--- config.mk ---
export PLATFORM = sky130hd
export DESIGN_NAME = oss_select
export DESIGN_NICKNAME = d
export VERILOG_FILES = /design/src/oss_pkg.sv /design/src/oss_select.sv
export SDC_FILE = /design/constraint.sdc
export NUM_CORES = 1
export LEC_CHECK = 0
export BUFFER_PORTS_ARGS = -buffer_cell sky130_fd_sc_hd__buf_2
export CAP_MARGIN = 10
export CORE_MARGIN = 2
export CORE_UTILIZATION = 49
export CTS_BUF_LIST = sky130_fd_sc_hd__clkbuf_16
export DETAILED_ROUTE_END_ITERATION = 10
export PLACE_DENSITY = 0.76
export SLEW_MARGIN = 15
export SYNTH_ARGS = -nofsm -noshare
export SYNTH_HDL_FRONTEND = slang
export SYNTH_SLANG_ARGS = --single-unit
--- constraint.sdc ---
create_clock -name core_clk -period 0.9 [get_ports core_clk]
set_input_delay 0.09 -clock core_clk [delete_from_list [all_inputs] [get_ports core_clk]]
set_output_delay 0.09 -clock core_clk [all_outputs]
set_load 0.03 [all_outputs]
--- src/oss_pkg.sv ---
/*
 oscillator source select package: field codes, mode enumeration and the
 decoded clock selection carrier. assumes nothing of its surroundings.
*/
package oss_pkg;
   // initial_clock_source_field codes
   localparam logic [2:0] OSS_SRC_FAST_RC_DIVN = 3'h7;
   localparam logic [2:0] OSS_SRC_FAST_RC_DIV16 = 3'h6;
   localparam logic [2:0] OSS_SRC_LOW_POWER_RC = 3'h5;
   localparam logic [2:0] OSS_SRC_RSVD = 3'h4;
   localparam logic [2:0] OSS_SRC_PRI_PLL = 3'h3;
   localparam logic [2:0] OSS_SRC_PRI = 3'h2;
   localparam logic [2:0] OSS_SRC_FAST_RC_PLL = 3'h1;
   localparam logic [2:0] OSS_SRC_FAST_RC = 3'h0;
   // erased configuration cells read as ones
   localparam logic [2:0] OSS_SRC_ERASED = 3'h7;
   localparam logic [1:0] OSS_PRI_ERASED = 2'h3;
   localparam logic OSS_PIN_FN_ERASED = 1'h1;
   // primary_crystal_mode_field codes
   localparam logic [1:0] OSS_PRI_EC = 2'h0;
   localparam logic [1:0] OSS_PRI_XT = 2'h1;
   localparam logic [1:0] OSS_PRI_HS = 2'h2;
   localparam logic [1:0] OSS_PRI_RSVD = 2'h3;

   typedef enum logic [3:0] {
      OSS_MODE_FAST_RC_DIVN,
      OSS_MODE_FAST_RC_DIV16,
      OSS_MODE_LOW_POWER_RC,
      OSS_MODE_HS_PLL,
      OSS_MODE_XT_PLL,
      OSS_MODE_EC_PLL,
      OSS_MODE_HS,
      OSS_MODE_XT,
      OSS_MODE_EC,
      OSS_MODE_FAST_RC_PLL,
      OSS_MODE_FAST_RC,
      OSS_MODE_RESERVED
   } oss_mode_t;

   typedef struct packed {
      logic [2:0] src;
      logic [1:0] pri;
      logic pin_fn;
   } oss_cfg_t;

   typedef struct packed {
      oss_mode_t mode;
      logic use_fast_rc;
      logic use_low_power_rc;
      logic use_primary;
      logic use_pll;
      logic use_divn;
      logic use_div16;
      logic pin_by_fn_bit;
      logic pin_as_gpio;
      logic reserved;
   } oss_sel_t;
endpackage : oss_pkg

--- src/oss_select.sv ---
/*
 oscillator source select: decodes the configuration fields into one
 system clock source and the role of the second oscillator pin.
 assumes cfg_load pulses once when configuration has been read out of
 non-volatile storage after reset; cfg is stable while cfg_load is high.
*/
`timescale 1ns/100ps
// Contract
// - select 111: fast rc via programmable divide-by-n, mode ignored.
// - select 110: fast rc divided by sixteen, mode field ignored.
// - select 101: low-power rc oscillator, mode field ignored.
// - select 011: primary through pll; mode 10 hs, 01 xt, 00 ec.
// - select 010: primary direct without pll, same sub-mode encodings.
// - select 001: fast rc through divide-by-n then pll.
// - select 000: undivided fast rc directly.
// - erased device decodes to fast rc divide-by-n mode.
// - internal and ec modes: second pin role set by pin-function bit.
module oss_select
   import oss_pkg::*;
(
   input wire logic core_clk,
   input wire logic rst_n,
   input wire logic cfg_load,
   input wire oss_cfg_t cfg,
   output oss_sel_t sel,
   output logic loaded
);

   typedef struct packed {
      oss_sel_t sel;
      logic loaded;
   } oss_state_t;

   oss_state_t state_q;
   oss_state_t state_d;

   function automatic oss_sel_t oss_decode(input oss_cfg_t c);
      oss_sel_t s;
      s = '0;
      s.mode = OSS_MODE_RESERVED;
      s.reserved = 1'b1;
      unique case (c.src)
         OSS_SRC_FAST_RC_DIVN: begin
            s.mode = OSS_MODE_FAST_RC_DIVN;
            s.use_fast_rc = 1'b1;
            s.use_divn = 1'b1;
            s.reserved = 1'b0;
         end
         OSS_SRC_FAST_RC_DIV16: begin
            s.mode = OSS_MODE_FAST_RC_DIV16;
            s.use_fast_rc = 1'b1;
            s.use_div16 = 1'b1;
            s.reserved = 1'b0;
         end
         OSS_SRC_LOW_POWER_RC: begin
            s.mode = OSS_MODE_LOW_POWER_RC;
            s.use_low_power_rc = 1'b1;
            s.reserved = 1'b0;
         end
         OSS_SRC_PRI_PLL: begin
            s.use_primary = 1'b1;
            s.use_pll = 1'b1;
            s.reserved = (c.pri == OSS_PRI_RSVD);
            unique case (c.pri)
               OSS_PRI_HS: s.mode = OSS_MODE_HS_PLL;
               OSS_PRI_XT: s.mode = OSS_MODE_XT_PLL;
               OSS_PRI_EC: s.mode = OSS_MODE_EC_PLL;
               OSS_PRI_RSVD: s.mode = OSS_MODE_RESERVED;
            endcase
         end
         OSS_SRC_PRI: begin
            s.use_primary = 1'b1;
            s.reserved = (c.pri == OSS_PRI_RSVD);
            unique case (c.pri)
               OSS_PRI_HS: s.mode = OSS_MODE_HS;
               OSS_PRI_XT: s.mode = OSS_MODE_XT;
               OSS_PRI_EC: s.mode = OSS_MODE_EC;
               OSS_PRI_RSVD: s.mode = OSS_MODE_RESERVED;
            endcase
         end
         OSS_SRC_FAST_RC_PLL: begin
            s.mode = OSS_MODE_FAST_RC_PLL;
            s.use_fast_rc = 1'b1;
            s.use_divn = 1'b1;
            s.use_pll = 1'b1;
            s.reserved = 1'b0;
         end
         OSS_SRC_FAST_RC: begin
            s.mode = OSS_MODE_FAST_RC;
            s.use_fast_rc = 1'b1;
            s.reserved = 1'b0;
         end
         OSS_SRC_RSVD: begin
            s.mode = OSS_MODE_RESERVED;
            s.reserved = 1'b1;
         end
      endcase
      s.pin_by_fn_bit = !s.reserved &&
         (!s.use_primary || c.pri == OSS_PRI_EC);
      s.pin_as_gpio = s.pin_by_fn_bit && !c.pin_fn;
      return s;
   endfunction : oss_decode

   ////////////////////////////////////////////////////////////////////////
   always_comb begin
      state_d = state_q;
      if (cfg_load) begin
         state_d.sel = oss_decode(cfg);
         state_d.loaded = 1'b1;
      end
   end

   always_ff @(posedge core_clk or negedge rst_n) begin
      if (!rst_n) begin
         state_q.sel <= '{mode: OSS_MODE_FAST_RC_DIVN, use_fast_rc: 1'b1,
                          use_low_power_rc: 1'b0, use_primary: 1'b0,
                          use_pll: 1'b0, use_divn: 1'b1,
                          use_div16: 1'b0, pin_by_fn_bit: 1'b1,
                          pin_as_gpio: 1'b0, reserved: 1'b0};
         state_q.loaded <= 1'b0;
      end else begin
         state_q <= state_d;
      end
   end

   assign sel = state_q.sel;
   assign loaded = state_q.loaded;

   ////////////////////////////////////////////////////////////////////////
   property p_divn;
      @(posedge core_clk) disable iff (!rst_n)
      cfg_load && cfg.src == OSS_SRC_FAST_RC_DIVN |=> sel.mode ==
         OSS_MODE_FAST_RC_DIVN && sel.use_divn && !sel.use_pll;
   endproperty
   a_divn: assert property (p_divn) else $error("divn decode wrong");

   property p_div16;
      @(posedge core_clk) disable iff (!rst_n)
      cfg_load && cfg.src == OSS_SRC_FAST_RC_DIV16 |=> sel.use_div16 &&
         sel.use_fast_rc && !sel.use_divn;
   endproperty
   a_div16: assert property (p_div16) else $error("div16 wrong");

   property p_low_power_rc;
      @(posedge core_clk) disable iff (!rst_n)
      cfg_load && cfg.src == OSS_SRC_LOW_POWER_RC |=> sel.use_low_power_rc
         && sel.mode == OSS_MODE_LOW_POWER_RC
         && !sel.use_fast_rc && !sel.reserved;
   endproperty
   a_low_power_rc: assert property (p_low_power_rc)
      else $error("low-power rc decode wrong");

   property p_pri_pll;
      @(posedge core_clk) disable iff (!rst_n)
      cfg_load && cfg.src == OSS_SRC_PRI_PLL && cfg.pri == OSS_PRI_HS
         |=> sel.mode == OSS_MODE_HS_PLL && sel.use_pll;
   endproperty
   a_pri_pll: assert property (p_pri_pll) else $error("hs pll");

   property p_pri;
      @(posedge core_clk) disable iff (!rst_n)
      cfg_load && cfg.src == OSS_SRC_PRI && cfg.pri == OSS_PRI_XT
         |=> sel.mode == OSS_MODE_XT && !sel.use_pll;
   endproperty
   a_pri: assert property (p_pri) else $error("xt direct wrong");

   property p_fast_rc_pll;
      @(posedge core_clk) disable iff (!rst_n)
      cfg_load && cfg.src == OSS_SRC_FAST_RC_PLL |=> sel.use_pll &&
         sel.use_divn && sel.use_fast_rc;
   endproperty
   a_fast_rc_pll: assert property (p_fast_rc_pll)
      else $error("fast rc pll decode wrong");

   property p_fast_rc;
      @(posedge core_clk) disable iff (!rst_n)
      cfg_load && cfg.src == OSS_SRC_FAST_RC |=> sel.mode ==
         OSS_MODE_FAST_RC && !sel.use_divn && !sel.use_pll;
   endproperty
   a_fast_rc: assert property (p_fast_rc)
      else $error("fast rc decode wrong");

   property p_erased;
      @(posedge core_clk) disable iff (!rst_n)
      !loaded |-> sel.mode == OSS_MODE_FAST_RC_DIVN && sel.use_divn;
   endproperty
   a_erased: assert property (p_erased) else $error("not erased");

   property p_pin;
      @(posedge core_clk) disable iff (!rst_n)
      cfg_load && cfg.src == OSS_SRC_PRI && cfg.pri == OSS_PRI_HS
         |=> !sel.pin_by_fn_bit && !sel.pin_as_gpio;
   endproperty
   a_pin: assert property (p_pin) else $error("pin role wrong");

   property p_ec_pin;
      @(posedge core_clk) disable iff (!rst_n)
      cfg_load && cfg.src == OSS_SRC_PRI_PLL && cfg.pri == OSS_PRI_EC
         |=> sel.mode == OSS_MODE_EC_PLL && sel.pin_by_fn_bit &&
         sel.pin_as_gpio == !$past(cfg.pin_fn);
   endproperty
   a_ec_pin: assert property (p_ec_pin)
      else $error("ec pin role wrong");

   property p_rsvd;
      @(posedge core_clk) disable iff (!rst_n)
      cfg_load && cfg.src == OSS_SRC_RSVD |=> sel.reserved &&
         sel.mode == OSS_MODE_RESERVED && !sel.use_primary &&
         !sel.use_fast_rc && !sel.use_low_power_rc && !sel.pin_by_fn_bit;
   endproperty
   a_rsvd: assert property (p_rsvd) else $error("reserved select");

   property p_rsvd_pri;
      @(posedge core_clk) disable iff (!rst_n)
      cfg_load && cfg.src == OSS_SRC_PRI && cfg.pri == OSS_PRI_RSVD
         |=> sel.reserved && sel.mode == OSS_MODE_RESERVED &&
         sel.use_primary && !sel.pin_by_fn_bit;
   endproperty
   a_rsvd_pri: assert property (p_rsvd_pri)
      else $error("reserved primary mode");

endmodule : oss_select

==> results of run 1 <==
## area by class of cell
class | instances | area, um2 | area share
multi-input cells | 49 | 392 | 0.345
clock buffers | 3 | 75.1 | 0.0662
clock inverters | 1 | 3.75 | 0.00331
repair buffers | 37 | 263 | 0.232
flip-flops and latches | 14 | 354 | 0.312
inverters | 7 | 26.3 | 0.0232
well taps | 16 | 20.0 | 0.0177
## metal layers
metal  share of wire  track usage  vias to the layer above
li1                -            -                      327
met1            0.43        0.228                      298
met2            0.49        0.324                       20
met3           0.065       0.0833                        2
met4          0.0059       0.0727                        0
met5               0            0                        -
## how the worst max path moves through the flow
stage | from | end | slack, ns | cells after the start
final | sel[2] | sel[2] | -0.09 | 1
after global routing | sel[2] | sel[2] | -0.12 | 1
after CTS | sel[2] | sel[2] | -0.1 | 1
after detailed placement | cfg[1] | sel[1] | -0.19 | 5
after global placement | cfg[1] | sel[1] | -0.20 | 5
after floorplan | cfg[2] | sel[12] | 0.005 | 5
## power groups by stage
stage	Clock, mW	Combinational (mW)	Sequential (mW)
floorplan	0	0.147	0.865
global placement	0	0.430	0.736
detailed placement	0	0.438	0.739
CTS	0.853	0.463	0.735
global route	0.880	0.533	0.745
finish	0.828	0.493	0.738
## flip-flops by register name, indices dropped and copies added (netlist names)
register	cells
loaded	1
sel	13
## cell usage in the layout (no fill, tap or decap), types with 2 or more instances in the layout
cell type,instances
buf_4,19
buf_2,13
dfrtp_1,11
inv_1,7
mux2_2,6
nor2_1,5
ha_1,5
nand2_1,4
buf_6,4
o21ai_0,3
nand3_1,3
a21oi_1,3
clkbuf_16,3
dfstp_2,3
o21ai_1,2
a31oi_1,2
## timing repair
action	4_1_cts	5_1_grt
endpoints found under the hold margin	11	0
hold buffers	1	0
buffers inserted	0	0
resized for setup	6	17
setup endpoints to repair	3	11
## per-stage QoR
step                      setup TNS (ns)  area [um2]  hold WS (ns)  total power [mW]  setup WS, ns
after detailed placement          -0.820         983       0.00171              1.18        -0.188
after global placement            -0.707         983      -0.00847              1.17        -0.196
after CTS                         -0.280        1090         0.234              2.05       -0.0966
after global routing              -0.335        1130         0.249              2.16        -0.116
final                             -0.264        1130         0.240              2.06       -0.0886
after floorplan                        0         776        -0.206              1.01       0.00468
## cell families after synthesis
kind of cell             share of synthesized area
AO/OA/AOI/OAI                                0.152
AND/OR/NAND/NOR                              0.127
flip-flops                                   0.456
buffers and inverters                       0.0694
multiplexers                                0.0871
adder cells (fa/ha/maj)                     0.0968
XOR/XNOR                                    0.0113
==> out/summary.txt, run 1 <==
Status: finished with violations
Violated checks: setup timing
Library cells used by synthesis: 31
Vias per cell: 5.09
Most frequent cell after synthesis: dfrtp_1
Htree depth: 1
Final worst path period need: 0.989 ns
Final hold viol count: 0
Nets: 127
Worst relative slew slack: 0.790
Worst VDD drop: 1.21 mV
Clk_lat worst skew: 0.24 ns
Final slew viol count: 0
Fraction of layout instances using a drive strength above 1: 0.495
Root buffer cell: clkbuf_16
Crit path cell chain: buf_6
F_max: 1010 MHz
CP max stage delay: 0.53 ns
Largest net degree at the start of global routing: 18
Slowest stage cell on the critical path: dfstp_2
DIE AREA: 1920 um2
Core ar.: 1490 um2
GRT Resource Usage Total: 0.197
# setup viols final: 3
Source of the worst register-to-register timing path: sel[6]
Area delta synth->final: 46.1%
Max Cap Violations: 0
FILL cells: 113
Diodes inserted: 0
Ys Warns: 0
Routed vias: 647
FFs w/ async S/R, synth: 1.00
Post-synth EDFFs: 0
WP data required: 0.81 ns
CP top delay family: flip-flops
Top_reg_cell synth: dfrtp_1
Critical path arrival: 0.90 ns
Internal power: 1.51 mW
I/O pin total: 23
RSZ-0062 raised after global routing: yes
Net Sw Power: 0.552 mW
WHS Path Cells: 3
Placer Congestion: 0.808
Synth Register Bits: 14
Part of the cycle the worst path needs: 1.10
TritonCTS Sinks: 14
Final HPWL DP: 1.18 mm
Port Buf Inserts: 22
Critical path class: flip-flop to primary output
Setup WS post-layout: -0.0886 ns
Non-Filler Instances: 127
Pre-Repair DR Iteration Count: 4
Post-DRT Antenna Nets: 0
Total CTS buffers: 3
Die span in y: 43.8 um
Syn_area_per_cell: 10.5 um2
FF-to-FF path depth: 1
Synth Net Count: 89
Post-synth top area cell: dfrtp_1
Critical path startpoint category: flip-flop
First-pass GRT wire length: 2.70 mm
FP Rows: 14
Worst Tran Pin Value: 0.315 ns
Final wirelength: 1.69 mm
Worst r2r dst: sel[6]
WHS Endpoint: sel[4]
PwrDens: 1820 nW/um2
R2R setup slack: 0.11 ns
Clock buffer depth: 2
Worst Skew: 0 ns
Hold Crit Class: input pin to flip-flop
Netlist area before placement: 776 um2
Crit. End Element: primary output
Initial antenna violation count: 0
DRC viols: 0
Vias in the first global route: 637
Per-cell routed wire length: 13.3 um
Global route overflow: 0
Number of buffers and inverters on the critical path: 1
Sw frac: 0.268
Final Util: 0.761
Die W: 43.8 um
Initial core utilization: 0.521
Register share of total power: 0.358
Cells after DPL: 122
1st-iter DRT viols: 4
Sequential fraction of the synthesis area: 0.456
Largest cells by area after synthesis: dfrtp_1, dfstp_2, ha_1
Synth top cells by count: dfrtp_1, inv_1, ha_1, mux2_2, nor2_1
Clock power share: 0.402
CP Max Fanout: 2
P_leak: 0.547 nW
Comb power frac: 0.240
Share of the synthesized area in the top cell type: 0.355
TritonCTS clock tree: yes
Gate Count Post-Synth: 74
Clock transition at path regs: 0.05 ns
Hold path start: cfg_load
(Power assumes the default switching activity.)
==> run 2: changes to the inputs <==
--- a/config.mk
+++ b/config.mk
@@ -12,6 +12,7 @@
 export CTS_BUF_LIST = sky130_fd_sc_hd__clkbuf_16
 export DETAILED_ROUTE_END_ITERATION = 10
 export PLACE_DENSITY = 0.76
+export RECOVER_POWER = 50
 export SLEW_MARGIN = 15
 export SYNTH_ARGS = -nofsm -noshare
 export SYNTH_HDL_FRONTEND = slang
==> out/summary.txt, run 2 (synthesis results as in run 1) <==
Number of buffers and inverters on the critical path: 1 (unchanged)
# setup viols final: 3 (unchanged)
Clk_lat worst skew: 0.24 ns (about the same)
First-pass GRT wire length: 2.70 mm (unchanged)
Critical path startpoint category: flip-flop (unchanged)
Most flop-heavy register: sel (unchanged)
Biggest regs: sel (13), loaded (1) (unchanged)
PwrDens: 1820 nW/um2 (unchanged)
Net Sw Power: 0.552 mW (about the same)
Worst Skew: 0 ns (unchanged)
Max Cap Violations: 0 (unchanged)
Setup WS post-layout: -0.0886 ns (unchanged)
Global route overflow: 0 (unchanged)
Crit path cell chain: buf_6 (unchanged)
Largest register FFs: 13 (unchanged)
Final Util: 0.761 (unchanged)
Htree depth: 1 (unchanged)
DRC viols: 0 (unchanged)
Place WS: -0.188 ns (unchanged)
Largest net degree at the start of global routing: 18 (unchanged)
Violated checks: setup timing (unchanged)
Comb power frac: 0.240 (about the same)
Part of the cycle the worst path needs: 1.10 (unchanged)
Core ar.: 1490 um2 (unchanged)
Sw frac: 0.268 (about the same)
Area delta synth->final: 46.1% (unchanged)
CP max stage delay: 0.53 ns (about the same)
Placer Congestion: 0.808 (unchanged)
Met2 routed WL: 835 um (unchanged)
I/O pin total: 23 (unchanged)
Commonest non-fill, non-tap cells in the layout: buf_4, buf_2, dfrtp_1 (unchanged)
Per-cell routed wire length: 13.3 um (about the same)
Initial antenna violation count: 0 (unchanged)
Register share of total power: 0.358 (about the same)
Tot Pwr: 2.06 mW (unchanged)
DIE AREA: 1920 um2 (unchanged)
Worst Tran Pin Value: 0.350 ns (was 0.315 ns)
FP Rows: 14 (unchanged)
Fraction of layout instances using a drive strength above 1: 0.495 (unchanged)
CP top delay family: flip-flops (unchanged)
Clock transition at path regs: 0.05 ns (about the same)
Internal power: 1.51 mW (about the same)
Critical path arrival: 0.90 ns (about the same)
CP Max Fanout: 2 (unchanged)
Final HPWL DP: 1.18 mm (unchanged)
P_leak: 0.547 nW (about the same)
Root buffer cell: clkbuf_16 (unchanged)
Wire length on met3: 109 um (unchanged)
Crit. End Element: primary output (unchanged)
Nets: 127 (unchanged)
WP data required: 0.81 ns (about the same)
Worst relative slew slack: 0.767 (was 0.790)
RSZ-0062 raised after global routing: yes (unchanged)
TritonCTS clock tree: yes (unchanged)
Hold Crit Class: input pin to flip-flop (unchanged)
Diodes inserted: 0 (unchanged)
Worst VDD drop: 1.21 mV (unchanged)
Final wirelength: 1.69 mm (about the same)
Vias in the first global route: 637 (unchanged)
Pre-Repair DR Iteration Count: 4 (unchanged)
Port Buf Inserts: 22 (unchanged)
Initial core utilization: 0.521 (unchanged)
Critical path class: flip-flop to primary output (unchanged)
Post-DRT Antenna Nets: 0 (unchanged)
Most common cell after layout, fill and taps aside: buf_4 (unchanged)
1st-iter DRT viols: 4 (unchanged)
Status: finished with violations (unchanged)
Final slew viol count: 0 (unchanged)
FILL cells: 113 (unchanged)
Clock buffer depth: 2 (unchanged)
GRT Resource Usage Total: 0.197 (unchanged)
Wire length on met1: 733 um (unchanged)
F_max: 1010 MHz (unchanged)
Max Used Layer: met4 (unchanged)
Routed vias: 647 (unchanged)
Final worst path period need: 0.989 ns (unchanged)
Slowest stage cell on the critical path: dfstp_2 (unchanged)
TritonCTS Sinks: 14 (unchanged)
Final hold viol count: 0 (unchanged)
Vias per cell: 5.09 (unchanged)
Total CTS buffers: 3 (unchanged)
Die W: 43.8 um (unchanged)
Die span in y: 43.8 um (unchanged)
Clock power share: 0.402 (about the same)
run 2: changes by cell type in the layout (fill, tap and decap cells not counted), sizes merged:
cell / change
buf: -1
clkbuf: +1
run 2: final timing paths:
kind	endpoint	startpoint	slack [ns]	depth (start not counted)
min in group asynchronous	sel[9]	rst_n	0.28	2
max in group asynchronous	sel[2]	rst_n	0.31	2
worst min-delay path	sel[4]	cfg_load	0.24	3
worst max-delay path	sel[2]	sel[2]	-0.09	1
worst max register to register	sel[6]	sel[6]	0.11	1
worst min register to register	loaded	loaded	0.48	1
run 2: per-stage QoR:
| stage | hold WS [ns] | std cells | TNS [ns] | area [um2] |
|---|---|---|---|---|
| 6_report | 0.240 | 127 | -0.264 | 1130 |
| 5_1_grt | 0.249 | 127 | -0.335 | 1130 |
| 4_1_cts | 0.234 | 127 | -0.280 | 1090 |
| 3_5_place_dp | 0.00171 | 122 | -0.820 | 983 |
| 3_3_place_gp | -0.00847 | 122 | -0.707 | 983 |
| 2_1_floorplan | -0.206 | 74 | 0 | 776 |
run 2: cell type report:
class | count | area, um2 | area share
clock buffers | 3 | 75.1 | 0.0662
clock inverters | 1 | 3.75 | 0.00331
inverters | 7 | 26.3 | 0.0232
multi-input cells | 49 | 392 | 0.345
flip-flops and latches | 14 | 354 | 0.312
well taps | 16 | 20.0 | 0.0177
repair buffers | 37 | 263 | 0.232
run 2: power by group through the flow:
stage | logic, mW | clock network, mW | registers, mW
2_1_floorplan | 0.147 | 0 | 0.865
3_3_place_gp | 0.430 | 0 | 0.736
3_5_place_dp | 0.438 | 0 | 0.739
4_1_cts | 0.463 | 0.853 | 0.735
5_1_grt | 0.534 | 0.880 | 0.745
6_report | 0.493 | 0.828 | 0.738
run 2: per-layer routing:
metal  GRT usage  up-vias
met5           0        -
met4      0.0727        0
met3      0.0833        2
met2       0.324       20
met1       0.228      298
li1            -      327
run 2: what timing repair did:
item / 4_1_cts / 5_1_grt
setup endpoints to repair: 3 / 11
setup buffers: 0 / 0
endpoints found under the hold margin: 11 / 0
hold buffers: 1 / 0
gates resized for setup: 6 / 17
==> run 3: changes to the inputs <==
==> constraint.sdc (replaced) <==
create_clock -name core_clk -period 1 [get_ports core_clk]
set_input_delay 0.1 -clock core_clk [delete_from_list [all_inputs] [get_ports core_clk]]
set_output_delay 0.1 -clock core_clk [all_outputs]
set_load 0.03 [all_outputs]
==> out/summary.txt, run 3 (synthesis results as in run 1) <==
Critical path arrival: 0.89 ns (was 0.90 ns)
Most common cell after layout, fill and taps aside: buf_2 (was buf_4)
Largest net degree at the start of global routing: 21 (was 18)
Hold Crit Class: input pin to flip-flop (unchanged)
TritonCTS Sinks: 14 (unchanged)
FILL cells: 98 (was 113)
Worst r2r dst: sel[4] (was sel[6])
Final wirelength: 1.52 mm (was 1.69 mm)
Number of buffers and inverters on the critical path: 1 (unchanged)
Commonest non-fill, non-tap cells in the layout: buf_2, dfrtp_1, inv_1 (was buf_4, buf_2, dfrtp_1)
WHS Endpoint: sel[4] (unchanged)
Total CTS buffers: 3 (unchanged)
Internal power: 1.32 mW (was 1.51 mW)
Hold_ws: 0.166 ns (was 0.240 ns)
FF-to-FF path depth: 2 (was 1)
Source of the worst register-to-register timing path: sel[4] (was sel[6])
Diodes inserted: 0 (unchanged)
Core ar.: 1490 um2 (unchanged)
Sw frac: 0.265 (was 0.268)
TritonCTS clock tree: yes (unchanged)
DRC viols: 0 (unchanged)
Biggest regs: sel (13), loaded (1) (unchanged)
Register share of total power: 0.370 (was 0.358)
Final slew viol count: 0 (unchanged)
Net Sw Power: 0.473 mW (was 0.552 mW)
Wire length on met1: 704 um (was 733 um)
Die span in y: 43.8 um (unchanged)
Max Cap Violations: 0 (unchanged)
Setup bufs post-CTS: 0 (unchanged)
FP Rows: 14 (unchanged)
Critical path startpoint category: flip-flop (unchanged)
Port Buf Inserts: 22 (unchanged)
Part of the cycle the worst path needs: 0.993
Initial antenna violation count: 0 (unchanged)
GRT Resource Usage Total: 0.192 (was 0.197)
Vias in the first global route: 635 (was 637)
Per-cell routed wire length: 12.7 um (was 13.3 um)
PwrDens: 1720 nW/um2 (was 1820 nW/um2)
DIE AREA: 1920 um2 (unchanged)
Final hold viol count: 0 (unchanged)
Register Area: 354 um2 (unchanged)
Largest register FFs: 13 (unchanged)
Crit path cell chain: buf_6 (unchanged)
Die W: 43.8 um (unchanged)
Nets: 120 (was 127)
Final Util: 0.700 (was 0.761)
CP top delay family: flip-flops (unchanged)
F_max: 1010 MHz
Hold path start: cfg[3] (was cfg_load)
Root buffer cell: clkbuf_16 (unchanged)
Status: finished clean (was finished with violations)
I/O pin total: 23 (unchanged)
Clock transition at path regs: 0.04 ns (was 0.05 ns)
Clock buffer depth: 2 (unchanged)
Routed vias: 626 (was 647)
Pre-Repair DR Iteration Count: 4 (unchanged)
Critical path class: flip-flop to primary output (unchanged)
Worst setup path startpoint: sel[8] (was sel[2])
Worst relative slew slack: 0.754 (was 0.767)
Final HPWL DP: 1.06 mm (was 1.18 mm)
Worst Skew: 0 ns (unchanged)
DP Area: 931 um2 (was 983 um2)
Wire length on met3: 65 um (was 109 um)
Area delta synth->final: 34.4% (was 46.1%)
Worst VDD drop: 1.18 mV (was 1.21 mV)
Most flop-heavy register: sel (unchanged)
RSZ-0062 raised after global routing: yes (unchanged)
# setup viols final: 0 (was 3)
Vias per cell: 5.22 (was 5.09)
Comb power frac: 0.220 (was 0.240)
CP Max Fanout: 2 (unchanged)
Max Used Layer: met4 (unchanged)
Worst Tran Pin Value: 0.370 ns (was 0.350 ns)
Final Instance Area: 1040 um2 (was 1130 um2)
Post-DRT Antenna Nets: 0 (unchanged)
Slowest stage cell on the critical path: dfstp_2 (unchanged)
CP max stage delay: 0.53 ns (about the same)
Global route overflow: 0 (unchanged)
Clock power share: 0.410 (was 0.402)
1st-iter DRT viols: 15 (was 4)
Htree depth: 1 (unchanged)
P_leak: 0.508 nW (was 0.547 nW)
Placer Congestion: 0.823 (was 0.808)
Initial core utilization: 0.521 (unchanged)
R2R setup slack: 0.23 ns (was 0.11 ns)
Crit. End Element: primary output (unchanged)
Multi-input logic area: 372 um2 (was 392 um2)
Fraction of layout instances using a drive strength above 1: 0.433 (was 0.495)
WHS Path Cells: 3 (unchanged)
Clk_lat worst skew: 0.23 ns (was 0.24 ns)
Met2 routed WL: 744 um (was 835 um)
Final worst path period need: 0.993 ns
WP data required: 0.90 ns (was 0.81 ns)
First-pass GRT wire length: 2.68 mm (was 2.70 mm)
-- run 3: changes by cell type in the layout (fill, tap and decap cells not counted), sizes merged --
| cell | delta |
|---|---|
| buf | -8 |
| clkinv | -1 |
| clkbuf | +1 |
| inv | +1 |
-- run 3: layer usage --
| layer | global-route usage | vias up |
|---|---|---|
| li1 | - | 315 |
| met3 | 0.0375 | 2 |
| met1 | 0.248 | 293 |
| met2 | 0.309 | 16 |
| met5 | 0 | - |
| met4 | 0.0909 | 0 |
-- run 3: power by group through the flow --
stage	logic [mW]	clock network [mW]	registers [mW]
6_report	0.393	0.734	0.661
5_1_grt	0.428	0.784	0.669
4_1_cts	0.393	0.756	0.661
3_5_place_dp	0.368	0	0.665
3_3_place_gp	0.364	0	0.663
2_1_floorplan	0.132	0	0.778
-- run 3: timing repair --
item / CTS / global route
endpoints found under the hold margin: 11 / 0
gates resized for setup: 6 / 1
endpoints found under the setup margin: 3 / 4
hold buffers: 1 / 0
pin swaps: 0 / 0
-- run 3: worst max-delay path by stage --
stage | to | slack (ns) | cells past startpoint
after floorplan | sel[12] | 0.06 | 5
after global placement | sel[12] | -0.11 | 6
after detailed placement | sel[12] | -0.16 | 6
after CTS | sel[2] | 0.004 | 1
after global routing | sel[8] | -0.01 | 1
final | sel[8] | 0.007 | 1
-- run 3: final cells by class --
| type | instances | share of cell area |
|---|---|---|
| clock inverters | 1 | 0.00360 |
| clock buffers | 3 | 0.0720 |
| inverters | 7 | 0.0252 |
| flip-flops and latches | 14 | 0.340 |
| well taps | 16 | 0.0192 |
| repair buffers | 30 | 0.184 |
| multi-input cells | 49 | 0.357 |
-- run 3: stage by stage --
stage	instances	TNS, ns	setup slack, ns	total power [mW]
3_3_place_gp	115	-0.246	-0.111	1.03
3_5_place_dp	115	-0.351	-0.157	1.03
2_1_floorplan	74	0	0.0626	0.911
5_1_grt	120	-0.0267	-0.0106	1.88
4_1_cts	120	0	0.00369	1.81
6_report	120	0	0.00653	1.79
-- run 3: worst register-to-register path: cells and delay by family (launching register included) --
| family | cells | cell delay, ns |
|---|---|---|
| flip-flops | 1 | 0.53 |
| AO/OA/AOI/OAI | 1 | 0.13 |
| buffers and inverters | 1 | 0.03 |
